## src/logic/io_common_cfg.svh

```systemverilog
`ifndef IO_COMMON_CFG_SVH
`define IO_COMMON_CFG_SVH

// ****************************************************************
// Register offsets (byte addresses on the plain register port)
// ****************************************************************
`define REG_CTRL 4'h0
`define REG_STATUS 4'h4

// ****************************************************************
// Control register fields and reset value
// ****************************************************************
`define CTRL_OVR_BIT 0
`define CTRL_LU_LSB 1
`define CTRL_LU_MSB 3
`define CTRL_RESET 32'h0000_0000

// ****************************************************************
// Status register fields
// ****************************************************************
`define ST_PHASE_LSB 0
`define ST_PHASE_MSB 3
`define ST_SEL_LSB 4
`define ST_SEL_MSB 6
`define ST_INVALID_BIT 7
`define ST_CC0_BIT 8
`define ST_CC1_BIT 9
`define ST_CCZ_BIT 10
`define ST_END_BIT 11
`define ST_SWCC_LSB 12
`define ST_SWCC_MSB 13

`endif

```

## src/logic/io_common_pkg.sv

```systemverilog
`default_nettype none
package io_common_pkg;

   // ****************************************************************
   // Types
   // ****************************************************************
   // Phase generator states, one-hot
   typedef enum logic [4:0] {
      PH_IDLE = 5'b00001,
      PH_A = 5'b00010,
      PH_B = 5'b00100,
      PH_C = 5'b01000,
      PH_D = 5'b10000
   } phase_t;

   // End-of-execute sequencer states, one-hot
   typedef enum logic [4:0] {
      CS_IDLE = 5'b00001,
      CS_WAIT = 5'b00010,
      CS_GATE = 5'b00100,
      CS_CLR_CC = 5'b01000,
      CS_CLR_END = 5'b10000
   } cc_seq_t;

   typedef logic [2:0] chan_sel_t;

   // ****************************************************************
   // Address decode helpers; addr[2] is bit 21, addr[0] is bit 23
   // ****************************************************************
   function automatic logic addr_invalid(input logic [2:0] addr);
      addr_invalid = addr[2] | (addr[1] & addr[0]);
   endfunction : addr_invalid

   function automatic chan_sel_t chan_decode(input logic [2:0] addr);
      chan_decode = 3'h0;
      if (!addr_invalid(addr)) begin
         chan_decode[addr[1:0]] = 1'b1;
      end
   endfunction : chan_decode

endpackage : io_common_pkg
`default_nettype wire

```

## src/logic/io_phase_if.sv

```systemverilog
`timescale 1ns/10ps
`default_nettype none
// Phase strobes shared by every channel
interface io_phase_if;
   logic pa;
   logic pb;
   logic pc;
   logic pd;
   logic a_entry;
   modport gen (output pa, output pb, output pc, output pd, output a_entry);
   modport use_ph (input pa, input pb, input pc, input pd, input a_entry);
endinterface : io_phase_if
`default_nettype wire

```

## src/logic/io_phase_clock.sv

```systemverilog
`timescale 1ns/10ps
`default_nettype none
module io_phase_clock
   import io_common_pkg::*;
(
   input wire logic clk,
   input wire logic rst_n,
   input wire logic power_good,
   input wire logic cpu_pulse,
   io_phase_if.gen ph
);

   phase_t state_reg;
   phase_t state_next;
   logic a_entry_reg;

   // pulse-driven ring, start, B at pulse end, succession, loop
   always_comb begin
      state_next = state_reg;
      unique case (state_reg)
         PH_IDLE: state_next = cpu_pulse ? PH_A : PH_IDLE;
         PH_A: state_next = cpu_pulse ? PH_A : PH_B;
         PH_B: state_next = PH_C;
         PH_C: state_next = PH_D;
         PH_D: state_next = cpu_pulse ? PH_A : PH_IDLE;
         default: state_next = PH_IDLE;
      endcase
      if (!power_good) begin
         state_next = PH_IDLE;
      end
   end

   always_ff @(posedge clk or negedge rst_n) begin
      if (!rst_n) begin
         state_reg <= PH_IDLE;
         a_entry_reg <= 1'b0;
      end else begin
         state_reg <= state_next;
         a_entry_reg <= (state_next == PH_A) && (state_reg != PH_A);
      end
   end

   assign ph.pa = (state_reg == PH_A);
   assign ph.pb = (state_reg == PH_B);
   assign ph.pc = (state_reg == PH_C);
   assign ph.pd = (state_reg == PH_D);
   assign ph.a_entry = a_entry_reg;
endmodule : io_phase_clock
`default_nettype wire

```

## src/logic/io_channel_decoder.sv

```systemverilog
`timescale 1ns/10ps
`default_nettype none
module io_channel_decoder
   import io_common_pkg::*;
(
   input wire logic [2:0] breg_bits,
   input wire logic [2:0] load_unit,
   input wire logic initial_program_load,
   output logic [2:0] addr_used,
   output chan_sel_t sel,
   output logic invalid
);

   // instruction source, load-unit source during initial load
   assign addr_used = initial_program_load ? load_unit : breg_bits;

   assign invalid = addr_invalid(addr_used);

   // decode map, nothing selected when invalid
   assign sel = chan_decode(addr_used);

endmodule : io_channel_decoder
`default_nettype wire

```

## src/logic/io_channel_common_control.sv

```systemverilog
// Decided for this implementation: the address map and strobed register access.
`timescale 1ns/10ps
`default_nettype none
`include "io_common_cfg.svh"
module io_channel_common_control
   import io_common_pkg::*;
(
   input wire logic MCLK,
   input wire logic RESETN,
   input wire logic POWER_GOOD,
   input wire logic CPU_CLOCK_PULSE,
   input wire logic CPU_CYCLE_PULSE2,
   input wire logic IO_INSTR_START,
   input wire logic [2:0] B_REG_BITS,
   input wire logic INITIAL_PROGRAM_LOAD,
   input wire logic [2:0] UNIT_LOAD_SWITCHES,
   input wire logic FORCE_STATUS_WORD_LOAD_LATCH,
   input wire logic CHAN_CC_SET,
   input wire logic [1:0] CHAN_CC,
   input wire logic [3:0] REG_ADDR,
   input wire logic [31:0] REG_WDATA,
   input wire logic REG_WR,
   input wire logic REG_RD,
   output logic PHASE_A,
   output logic PHASE_B,
   output logic PHASE_C,
   output logic PHASE_D,
   output logic [2:0] CHANNEL_SELECT,
   output logic ADDRESS_INVALID,
   output logic IO_TERMINATE,
   output logic END_EXECUTE,
   output logic [1:0] PROCESSOR_STATUS_WORD_CC,
   output logic PROCESSOR_STATUS_WORD_CC_LOAD,
   output logic CHAN_EXEC_CLEAR,
   output logic [31:0] REG_RDATA
);

   // ****************************************************************
   // Phase generator
   // ****************************************************************
   io_phase_if ph ();

   io_phase_clock u_phase (
      .clk(MCLK),
      .rst_n(RESETN),
      .power_good(POWER_GOOD),
      .cpu_pulse(CPU_CLOCK_PULSE),
      .ph(ph.gen)
   );

   assign PHASE_A = ph.pa;
   assign PHASE_B = ph.pb;
   assign PHASE_C = ph.pc;
   assign PHASE_D = ph.pd;

   // ****************************************************************
   // Register port
   // ****************************************************************
   logic [31:0] ctrl_reg;
   logic [31:0] rdata_reg;
   logic [31:0] status_w;
   logic wr_ctrl;
   logic rd_ctrl;
   logic rd_status;
   logic lu_override;
   logic [2:0] lu_soft;

   // Address decode for the two words; other offsets read zero
   assign wr_ctrl = REG_WR && (REG_ADDR == `REG_CTRL);
   assign rd_ctrl = REG_RD && (REG_ADDR == `REG_CTRL);
   assign rd_status = REG_RD && (REG_ADDR == `REG_STATUS);
   assign lu_override = ctrl_reg[`CTRL_OVR_BIT];
   assign lu_soft = ctrl_reg[`CTRL_LU_MSB:`CTRL_LU_LSB];

   // Control word; unused bits stay zero so they read back as zero
   always_ff @(posedge MCLK or negedge RESETN) begin
      if (!RESETN) begin
         ctrl_reg <= `CTRL_RESET;
      end else if (wr_ctrl) begin
         ctrl_reg <= {28'h0, REG_WDATA[`CTRL_LU_MSB:0]};
      end
   end

   // Read data stand for exactly one cycle after the strobe
   always_ff @(posedge MCLK or negedge RESETN) begin
      if (!RESETN) begin
         rdata_reg <= 32'h0;
      end else if (rd_ctrl) begin
         rdata_reg <= ctrl_reg;
      end else if (rd_status) begin
         rdata_reg <= status_w;
      end else begin
         rdata_reg <= 32'h0;
      end
   end

   assign REG_RDATA = rdata_reg;

   // ****************************************************************
   // Channel address decode
   // ****************************************************************
   logic [2:0] lu_value;
   logic [2:0] addr_used;
   chan_sel_t sel_w;
   logic invalid_w;
   chan_sel_t sel_reg;
   logic invalid_reg;
   logic term_reg;
   logic end_reg;
   logic end_clear;

   // Software may stand in for the console switches, e.g. on a bench without a panel
   assign lu_value = lu_override ? lu_soft : UNIT_LOAD_SWITCHES;

   io_channel_decoder u_decode (
      .breg_bits(B_REG_BITS),
      .load_unit(lu_value),
      .initial_program_load(INITIAL_PROGRAM_LOAD),
      .addr_used(addr_used),
      .sel(sel_w),
      .invalid(invalid_w)
   );

   // select captured at start, dropped when the instruction ends
   always_ff @(posedge MCLK or negedge RESETN) begin
      if (!RESETN) begin
         sel_reg <= 3'h0;
         invalid_reg <= 1'b0;
         term_reg <= 1'b0;
      end else begin
         term_reg <= IO_INSTR_START && invalid_w;
         if (IO_INSTR_START) begin
            sel_reg <= sel_w;
            invalid_reg <= invalid_w;
         end else if (end_clear) begin
            sel_reg <= 3'h0;
         end
      end
   end

   assign CHANNEL_SELECT = sel_reg;
   assign ADDRESS_INVALID = invalid_reg;
   assign IO_TERMINATE = term_reg;

   // ****************************************************************
   // Condition code latches and end of execute
   // ****************************************************************
   logic cc_b0_reg;
   logic cc_b1_reg;
   logic cc_z_reg;
   logic [1:0] swcc_reg;
   logic any_cc;
   logic inhibit;
   logic end_set;
   logic gate;
   logic cc_clear;
   cc_seq_t seq_reg;
   cc_seq_t seq_next;

   assign any_cc = cc_b0_reg | cc_b1_reg | cc_z_reg;
   // no end during initial load before the force-load latch
   assign inhibit = INITIAL_PROGRAM_LOAD && !FORCE_STATUS_WORD_LOAD_LATCH;
   // end latch sets at phase B of cycle pulse 2
   assign end_set = (seq_reg == CS_WAIT) && ph.pb && CPU_CYCLE_PULSE2 && !inhibit;
   assign gate = (seq_reg == CS_GATE) && (ph.pc || ph.pd);
   // code latches clear at next A and D
   assign cc_clear = (seq_reg == CS_CLR_CC) && (ph.pa || ph.pd);
   // end latch clears at following D
   assign end_clear = (seq_reg == CS_CLR_END) && ph.pd;

   // Sequencer leaves its gate and clear steps only at D so the CPU always sees a full C-D window
   always_comb begin
      seq_next = seq_reg;
      unique case (seq_reg)
         CS_IDLE: seq_next = any_cc ? CS_WAIT : CS_IDLE;
         CS_WAIT: seq_next = end_set ? CS_GATE : CS_WAIT;
         CS_GATE: seq_next = ph.pd ? CS_CLR_CC : CS_GATE;
         CS_CLR_CC: seq_next = (ph.pd && !ph.a_entry) ? CS_CLR_END : CS_CLR_CC;
         CS_CLR_END: seq_next = ph.pd ? CS_IDLE : CS_CLR_END;
         default: seq_next = CS_IDLE;
      endcase
   end

   always_ff @(posedge MCLK or negedge RESETN) begin
      if (!RESETN) begin
         seq_reg <= CS_IDLE;
      end else begin
         seq_reg <= seq_next;
      end
   end

   // any channel loads the code; bit latch 0 is the high bit, a new code wins over clear
   always_ff @(posedge MCLK or negedge RESETN) begin
      if (!RESETN) begin
         cc_b0_reg <= 1'b0;
         cc_b1_reg <= 1'b0;
         cc_z_reg <= 1'b0;
      end else if (CHAN_CC_SET) begin
         cc_b0_reg <= CHAN_CC[1];
         cc_b1_reg <= CHAN_CC[0];
         cc_z_reg <= (CHAN_CC == 2'h0);
      end else if (cc_clear) begin
         cc_b0_reg <= 1'b0;
         cc_b1_reg <= 1'b0;
         cc_z_reg <= 1'b0;
      end
   end

   // end latch follows any code latch, set wins over clear
   always_ff @(posedge MCLK or negedge RESETN) begin
      if (!RESETN) begin
         end_reg <= 1'b0;
      end else if (end_set) begin
         end_reg <= 1'b1;
      end else if (end_clear) begin
         end_reg <= 1'b0;
      end
   end

   // copy to status word bits 02 and 03
   always_ff @(posedge MCLK or negedge RESETN) begin
      if (!RESETN) begin
         swcc_reg <= 2'h0;
      end else if (gate) begin
         swcc_reg <= {cc_b0_reg, cc_b1_reg};
      end
   end

   assign END_EXECUTE = end_reg;
   assign PROCESSOR_STATUS_WORD_CC = swcc_reg;
   assign PROCESSOR_STATUS_WORD_CC_LOAD = gate;
   assign CHAN_EXEC_CLEAR = gate;

   // ****************************************************************
   // Status word
   // ****************************************************************
   always_comb begin
      status_w = 32'h0;
      status_w[`ST_PHASE_MSB:`ST_PHASE_LSB] = {ph.pd, ph.pc, ph.pb, ph.pa};
      status_w[`ST_SEL_MSB:`ST_SEL_LSB] = sel_reg;
      status_w[`ST_INVALID_BIT] = invalid_reg;
      status_w[`ST_CC0_BIT] = cc_b0_reg;
      status_w[`ST_CC1_BIT] = cc_b1_reg;
      status_w[`ST_CCZ_BIT] = cc_z_reg;
      status_w[`ST_END_BIT] = end_reg;
      status_w[`ST_SWCC_MSB:`ST_SWCC_LSB] = swcc_reg;
   end
endmodule : io_channel_common_control
`default_nettype wire

```

## config.mk

```make
export PLATFORM = sky130hd
export DESIGN_NAME = io_channel_common_control
export DESIGN_NICKNAME = d
export VERILOG_FILES = /design/src/logic/io_common_pkg.sv /design/src/logic/io_phase_if.sv /design/src/logic/io_phase_clock.sv /design/src/logic/io_channel_decoder.sv /design/src/logic/io_channel_common_control.sv
export VERILOG_INCLUDE_DIRS = /design/src /design/src/logic
export SDC_FILE = /design/constraint.sdc
export NUM_CORES = 1
export LEC_CHECK = 0
export BUFFER_PORTS_ARGS = -buffer_cell sky130_fd_sc_hd__buf_2
export CAP_MARGIN = 40
export CORE_MARGIN = 1
export CORE_UTILIZATION = 34
export CTS_BUF_LIST = sky130_fd_sc_hd__clkbuf_4
export DETAILED_ROUTE_END_ITERATION = 10
export GPL_TIMING_DRIVEN = 0
export PLACE_DENSITY = 0.69
export SLEW_MARGIN = 20
export SYNTH_ARGS = -nofsm -noshare
export SYNTH_HDL_FRONTEND = slang
export SYNTH_SLANG_ARGS = --single-unit
export TNS_END_PERCENT = 100
```

## constraint.sdc

```tcl
create_clock -name MCLK -period 2.05 [get_ports MCLK]
set_input_delay 0.1025 -clock MCLK [delete_from_list [all_inputs] [get_ports MCLK]]
set_output_delay 0.1025 -clock MCLK [all_outputs]
set_load 0.01 [all_outputs]
```

# After elaboration in Yosys (flattened, before gate mapping)

Cells that the tools add are included.

Output and inout bits: 46
Input bits: 55
Flip-flop bits (word level): 58
Logic and storage cells: 82

Equal/unequal tests: 13
Muxes and demuxes: 25
Bitwise gates (word level): 4
Order comparisons: 2
Reduce and logical (&&, ||, !) cells: 25

Operator list:

| kind               | count |
|---|---|
| $mux 32            | 1 |
| $pmux 5 s5         | 1 |
| $mux 3             | 7 |
| $pmux 5 s4         | 1 |
| $eq 5x2->1 const B | 3 |
| $mux 5             | 3 |
| $logic_and 1x1->1  | 14 |
| $mux 14            | 1 |
| $eq 5x1->1 const B | 2 |
| $eq 5x3->1 const B | 2 |
| $eq 5x4->1 const B | 2 |
| $eq 5x5->1 const B | 2 |
| $mux 1             | 7 |
| $reduce_bool 2->1  | 3 |
| $ne 5x2->1 const B | 1 |
| $eq 4x3->1 const B | 1 |
| $logic_not 4->1    | 1 |
| $mux 2             | 2 |
| $mux 4             | 1 |
| $logic_not 1->1    | 3 |
| $lt 2x3->1 const B | 1 |
| $or 1x1->1         | 3 |
| $demux 1 s2        | 1 |
| $ge 2x1->1 const B | 1 |
| 4 further kinds    | 5 |

# Depth between registers and ports, before layout

Gate-level depths: netlist (run 1).

Depth after elaboration: 8
Mapped depth: 6
Depth with buffers taken out: 5

# Modules after synthesis

From an unflattened synthesis (run 1), not the netlist that was laid out.

Cell total of the unflattened synthesis: 177
Area, all modules: 1953.1 um^2

By module, submodules not included:

| module                    | area each (um^2) | sequential area each (um^2) | instances | cells an instance |
|---|---|---|---|---|
| io_channel_common_control | 1581.5           | 852.1                       | 1         | 138 |
| io_phase_clock            | 295.3            | 151.4                       | 1         | 28 |
| io_channel_decoder        | 76.3             | 0.0                         | 1         | 11 |

# Worst setup path after synthesis (run 1)

Ideal clock, no wire load.

Kind: register to register
Start point: register u_phase.state_reg[1]
End point: register swcc_reg[0], in the netlist PROCESSOR_STATUS_WORD_CC[0]
Data arrival time: 1.737 ns
Path slack: 0.185 ns
Library setup time: 0.128 ns
Stages on the path, launching flop included: 5
Period minus slack after synthesis: 1.865 ns
Path buffers: 0
Cells stage by stage: dfrtp_1 or2_1 or4b_4 a21oi_4 mux2_1

Cells in the longest elaborated chain, start to end: 3
Elaborated cells between the ends (all ways): 4
Classes of those cells: 2 x eq/ne; 2 x reduce/logical

RTL lines:

| item                                     | RTL line                                   | text |
|---|---|---|
| start: declaration                       | io_phase_clock.sv:13                       | `phase_t state_reg;` |
| start signal: assignment                 | io_phase_clock.sv:38                       | `state_reg <= state_next;` |
| $eq 5x4->1 or $eq 5x5->1 (tied branches) | io_phase_clock.sv:45, io_phase_clock.sv:46 |  |
| $logic_or 1x1->1 (*)                     | io_channel_common_control.sv:165           | `assign gate = (seq_reg == CS_GATE) && (ph.pc \|\| ph.pd);` |
| $logic_and 1x1->1 (*)                    | io_channel_common_control.sv:165           |  |
| net CHAN_EXEC_CLEAR                      | io_channel_common_control.sv:34            | `output logic CHAN_EXEC_CLEAR,` |
| end signal: assignment                   | io_channel_common_control.sv:225           | `swcc_reg <= {cc_b0_reg, cc_b1_reg};` |
| end: declaration                         | io_channel_common_control.sv:151           | `logic [1:0] swcc_reg;` |

The timed path passes the listed nets; every way through them passes the cells marked *.
A chain may end at the register's enable or synchronous reset.

# Worst setup path after layout (run 1)

Start point: register u_phase.state_reg[4]
End point: output CHAN_EXEC_CLEAR

Cells in the longest elaborated chain, start to end: 3
Elaborated cells between the ends (all ways): 4
Classes of those cells: 2 x eq/ne; 2 x reduce/logical

RTL lines:

| item                                     | RTL line |
|---|---|
| $eq 5x4->1 or $eq 5x5->1 (tied branches) | io_phase_clock.sv:45, io_phase_clock.sv:46 |
| $logic_or 1x1->1 (*)                     | io_channel_common_control.sv:165 |
| $logic_and 1x1->1 (*)                    | io_channel_common_control.sv:165 |
| end: declaration                         | io_channel_common_control.sv:34 |

Every way passes the cells marked *; elsewhere a longest branch is shown, timed or not.

==> results of run 1 <==
-- layout by cell type (no fill, tap or decap), types with 3 or more instances in the layout --
cell	instances
o21ai_0	9
inv_1	4
nor3_1	5
nand3_1	4
buf_2	51
mux2_2	5
and2_1	13
clkbuf_4	6
nand2_1	13
dlygate4sd3_1	9
conb_1	18
dfrtp_1	38
a21oi_1	4
mux2i_1	7
nor2_1	13
clkbuf_1	3
nand2b_1	4
buf_4	26
-- cells by family after synthesis --
logic type | count (synthesis)
DFF | 40
AOI/OAI and AO/OA | 29
other | 1
buffers and inverters | 27
xor gates and xnor gates | 2
muxes | 14
and+or+nand+nor | 68
-- final cells by class --
class,count,area [sq um],share of cell area
flip-flops and latches,40,1000,0.386
multi-input cells,131,826,0.317
repair buffers,70,444,0.171
plain buffers,21,146,0.0562
well taps,70,87.6,0.0337
clock buffers,6,45.0,0.0173
clock inverters,2,35.0,0.0135
inverters,4,15.0,0.00577
-- metrics by stage --
stage	hold WS [ns]	utilization	worst slack, ns	TNS (ns)	area, sq um
2_1_floorplan	-0.193	-	0.185	0	1980
6_report	0.0218	0.494	0.0510	0	2600
4_1_cts	0.0120	0.487	0.0488	0	2570
5_1_grt	0.0276	0.494	-0.0143	-0.0143	2600
3_3_place_gp	0.263	0.442	0.131	0	2330
3_5_place_dp	0.0848	0.447	0.122	0	2360
-- final timing paths --
| kind | start | to | slack (ns) | depth (start not counted) |
|---|---|---|---|---|
| worst max-delay path | u_phase.state_reg[4] | CHAN_EXEC_CLEAR | 0.05 | 3 |
| max in group asynchronous | RESETN | u_phase.state_reg[0] | 1.27 | 3 |
| worst max register to register | u_phase.state_reg[4] | PROCESSOR_STATUS_WORD_CC[0] | 0.11 | 4 |
| worst min-delay path | CHAN_CC_SET | cc_b0_reg | 0.02 | 3 |
| min in group asynchronous | RESETN | REG_RDATA[12] | 0.23 | 2 |
| worst min register to register | CHANNEL_SELECT[1] | CHANNEL_SELECT[1] | 0.51 | 2 |
-- worst max-delay path: cells and delay by family, from the launching register on --
family,cells,cell delay (ns)
flip-flops,1,0.53
AND/OR/NAND/NOR,1,0.63
buffers and inverters,1,0.16
AO/OA/AOI/OAI,1,0.23
-- power groups by stage --
stage	sequential, mW	combinational (mW)	clock (mW)
after global placement	0.945	0.328	0
after global routing	0.946	0.436	0.570
after CTS	0.928	0.379	0.531
after detailed placement	0.950	0.338	0
final	0.933	0.389	0.522
after floorplan	0.938	0.234	0
-- layer usage --
metal,up-vias,GRT usage,share of wire
met5,-,0,0
met4,0,0.0528,0.015
met3,8,0.0357,0.063
met2,57,0.229,0.46
met1,749,0.196,0.46
li1,775,-,-
-- timing repair --
action                                  in CTS  in global routing
hold endpoints to repair                    26                  0
setup buffers                                7                  1
gates resized for setup                      0                  4
pin swaps                                    4                  2
endpoints found under the setup margin       2                  4
hold buffers                                 9                  0
==> out/metrics.csv, run 1 <==
metric,value,unit
synthSimpleGateAreaFrac,0.193,
synth.most_common_cell,dfrtp_1,
gp_congestion,0.792,
die_w,77.1,um
synthFlopType,dfrtp_1,
postSynth.asyncResetShare,1.00,
overflow,0,
diodes,0,
pin_count,101,
ctsRootBufferMaster,clkbuf_4,
rsz0062_at_grt,true,
via_per_inst,4.62,
hold_violations,0,
wl,4050,um
synth_top_cell_by_area,dfrtp_1,
fp.dieH,77.1,um
crit_fanout,9,
synth_area,1920,sq um
antenna_left,0,
arrival,1.90,ns
synthXorXnorAreaFrac,0.00914,
cts_buffer_depth,2,
synth.top_cell.area_share,0.496,
synth_cell_types,41,
synth-seq-area-share,0.523,
fillers,513,
dpl.cell_count,321,
peakVddDrop,301,uV
cap_violations,0,
clk_pin_slew,0.12,ns
power.internal,1.34,mW
synth_compound_area_frac,0.104,
cp_slowest_cell,or4b_4,
avgSynthCellArea,10.6,sq um
cts_sinks,40,
netSwitchingFraction,0.274,
fin_crit,2.00,ns
status,completed,
power,1.84,mW
vias,1589,
fmax,500,MHz
drtIter0Drc,66,
fp.coreArea,5270,sq um
cp.required,1.95,ns
finClkSkew,0.00765,ns
synth_cells,181,
cpPeakStageDelay,0.63,ns
finalCritPeriodShare,0.975,
portBuffers,52,
worstPathCellList,or4b_4 -> a21oi_4 -> buf_2,
grt.total_usage,0.146,
cp-start-kind,register,
drive_above_1_share,0.361,
antenna_found_initial,0,
dr.pass1.iters,4,
area_growth,35.8,%
p_comb_frac,0.211,
p_clk_frac,0.283,
synth_fa_ha_area_frac,0,
core.rowCount,26,
end_kind,primary output,
grt_max_degree,22,
synth_edf_count,0,
synth_top_family_by_area,simple AND/OR/NAND/NOR gates,
drc_errors,0,
grt_pass1_vias,1442,
grt_pass1_wl,6860,um
htreeDepth,2,
muxShareOfSynthArea,0.0777,
synthTopCellsByCount,"dfrtp_1 (38), buf_4 (19), and2_1 (13), nand2_1 (13), nor2_1 (13)",
numCtsBuffers,5,
critPathKind,register to primary output,
p_sw,505,uW
hpwl,3030,um
dieArea,5940,sq um
synth_warnings,0,
p_per_area,708,nW/um^2
largest_reg_flops,14,
slew_viol_final,0,
wl_per_cell,11.8,um
cellLeakagePower,1.37,nW
finalNetCount,328,
yosys-top-cells-area,"dfrtp_1 (50%), buf_4 (7.4%), and2_1 (4.2%)",
cts_tree,done,
hold_path_class,primary input to register,
setup_violations,0,
clk_latency,0.35,ns
p_seq_frac,0.506,
initial_core_util,0.364,
finalNonFillerCells,344,
synth_seq_cells,40,
Power figures use the tool's default switching activity.
==> run 2: changes to the inputs <==
--- a/config.mk
+++ b/config.mk
@@ -6,7 +6,7 @@
 export SDC_FILE = /design/constraint.sdc
 export NUM_CORES = 1
 export LEC_CHECK = 0
-export BUFFER_PORTS_ARGS = -buffer_cell sky130_fd_sc_hd__buf_2
+export BUFFER_PORTS_ARGS = -buffer_cell sky130_fd_sc_hd__buf_4
 export CAP_MARGIN = 40
 export CORE_MARGIN = 1
 export CORE_UTILIZATION = 34
==> run 2 against run 1 <==
Net effect:
- hold slack better by 0.052 ns
- first-iteration DRC count is 41% higher
- die area did not move
- global-route usage up 0.61 points
- core utilization rose by 1.9 points
- non-clock buffer count up 2
- via count increased by 0.19%
- final cell count is 0.58% higher
- power decreased by 5.8%
- wire length is 5.2% higher
- clock power is 22% lower
- critical endpoint is now PROCESSOR_STATUS_WORD_CC_LOAD
- largest cell class unchanged
- largest power group unchanged
==> out/metrics.csv, run 2 (synthesis gave the netlist of run 1 again) <==
metric,value,unit
fin_crit,1.97,ns
setup_violations,0,
overflow,0,
multi_input_area,822,sq um
grt_max_degree,41,
vias,1592,
numCtsBuffers,5,
place_ws,0.118,ns
grt_pass1_vias,1527,
cellLeakagePower,1.38,nW
fin_area,2710,sq um
initial_core_util,0.364,
placed_cell_area,2460,sq um
die_w,77.1,um
hpwl,3070,um
diodes,0,
hold_violations,0,
finalCritPeriodShare,0.962,
arrival,1.87,ns
fp.coreArea,5270,sq um
dieArea,5940,sq um
cp.required,1.95,ns
regArea,1000,sq um
largest_reg_flops,14,
htreeDepth,2,
wl,4270,um
drc_errors,0,
status,completed,
p_per_area,642,nW/um^2
cts_sinks,40,
layout_commonest_cell,buf_4,
cap_violations,0,
finClkSkew,0.0192,ns
grt_pass1_wl,7100,um
drive_above_1_share,0.351,
worst_slack,0.0776,ns
pin_count,101,
cts_buffer_depth,2,
cp-start-kind,register,
cts_tree,done,
ctsRootBufferMaster,clkbuf_4,
clk_pin_slew,0.11,ns
slew_viol_final,0,
peakVddDrop,311,uV
gp_congestion,0.819,
antenna_found_initial,0,
final_cell_mix,"buf_4 (77), dfrtp_1 (38), conb_1 (18)",
wl_per_cell,12.3,um
drtIter0Drc,93,
grt.total_usage,0.152,
end_kind,primary output,
power.internal,1.24,mW
hold_path_class,primary input to register,
antenna_left,0,
finalNetCount,330,
p_comb_frac,0.232,
critPathKind,register to primary output,
clk_latency,0.35,ns
crit_fanout,9,
rsz0062_at_grt,false,
fp.dieH,77.1,um
area_growth,41.1,%
p_seq_frac,0.534,
core.rowCount,26,
netSwitchingFraction,0.285,
fillers,508,
p_sw,496,uW
p_clk_frac,0.234,
power,1.74,mW
portBuffers,52,
dr.pass1.iters,4,
finalSetupTns,0,ns
fmax,507,MHz
via_per_inst,4.60,
==> run 2: layout make-up <==
cell class	count	area share
Tap cell	70	0.0324
Clock buffer	7	0.0194
Timing Repair Buffer	72	0.212
Multi-Input combinational cell	131	0.304
Buffer	21	0.0541
Inverter	4	0.00555
Sequential cell	40	0.371
Clock inverter	1	0.00185
==> run 2: what timing repair did <==
action                     4_1_cts  5_1_grt
setup buffers                    6        1
hold endpoints to repair        50        0
setup endpoints to repair        2        5
pin swaps                        3        2
resized for setup                0        3
hold buffers                    13        0
==> run 2: layer usage <==
metal,vias to the layer above,share of wire,global-route usage
met5,-,0,0
met4,0,0.016,0.0566
met3,8,0.064,0.0381
met2,56,0.49,0.259
met1,745,0.43,0.186
li1,783,-,-
==> run 2: final timing paths <==
| kind | end | cells after the start | slack, ns | startpoint |
|---|---|---|---|---|
| max | PROCESSOR_STATUS_WORD_CC_LOAD | 3 | 0.08 | u_phase.state_reg[4] |
| min | END_EXECUTE | 3 | 0.07 | CPU_CYCLE_PULSE2 |
| max reg2reg | PROCESSOR_STATUS_WORD_CC[0] | 4 | 0.12 | u_phase.state_reg[4] |
| min reg2reg | REG_RDATA[13] | 1 | 0.51 | PROCESSOR_STATUS_WORD_CC[1] |
| max in group asynchronous | u_phase.state_reg[0] | 2 | 1.41 | RESETN |
| min in group asynchronous | REG_RDATA[6] | 2 | 0.24 | RESETN |
==> run 2: worst max-delay path: stages (launching register included) <==
cell and delay (ns):
dfrtp_1 0.53, or4b_4 0.63, a21oi_4 0.22, buf_4 0.15
==> run 2: metrics by stage <==
| step | cells | hold WS [ns] | util |
|---|---|---|---|
| finish | 346 | 0.0734 | 0.513 |
| global route | 346 | 0.0914 | 0.513 |
| CTS | 345 | 0.0637 | 0.509 |
| detailed placement | 320 | 0.110 | 0.467 |
| global placement | 320 | 0.104 | 0.467 |
| floorplan | 198 | -0.193 | - |
==> run 2: power by group through the flow <==
stage | logic, mW | registers (mW) | clock network [mW]
2_1_floorplan | 0.234 | 0.938 | 0
3_3_place_gp | 0.349 | 0.946 | 0
3_5_place_dp | 0.354 | 0.950 | 0
4_1_cts | 0.397 | 0.927 | 0.422
5_1_grt | 0.445 | 0.940 | 0.458
6_report | 0.403 | 0.928 | 0.406
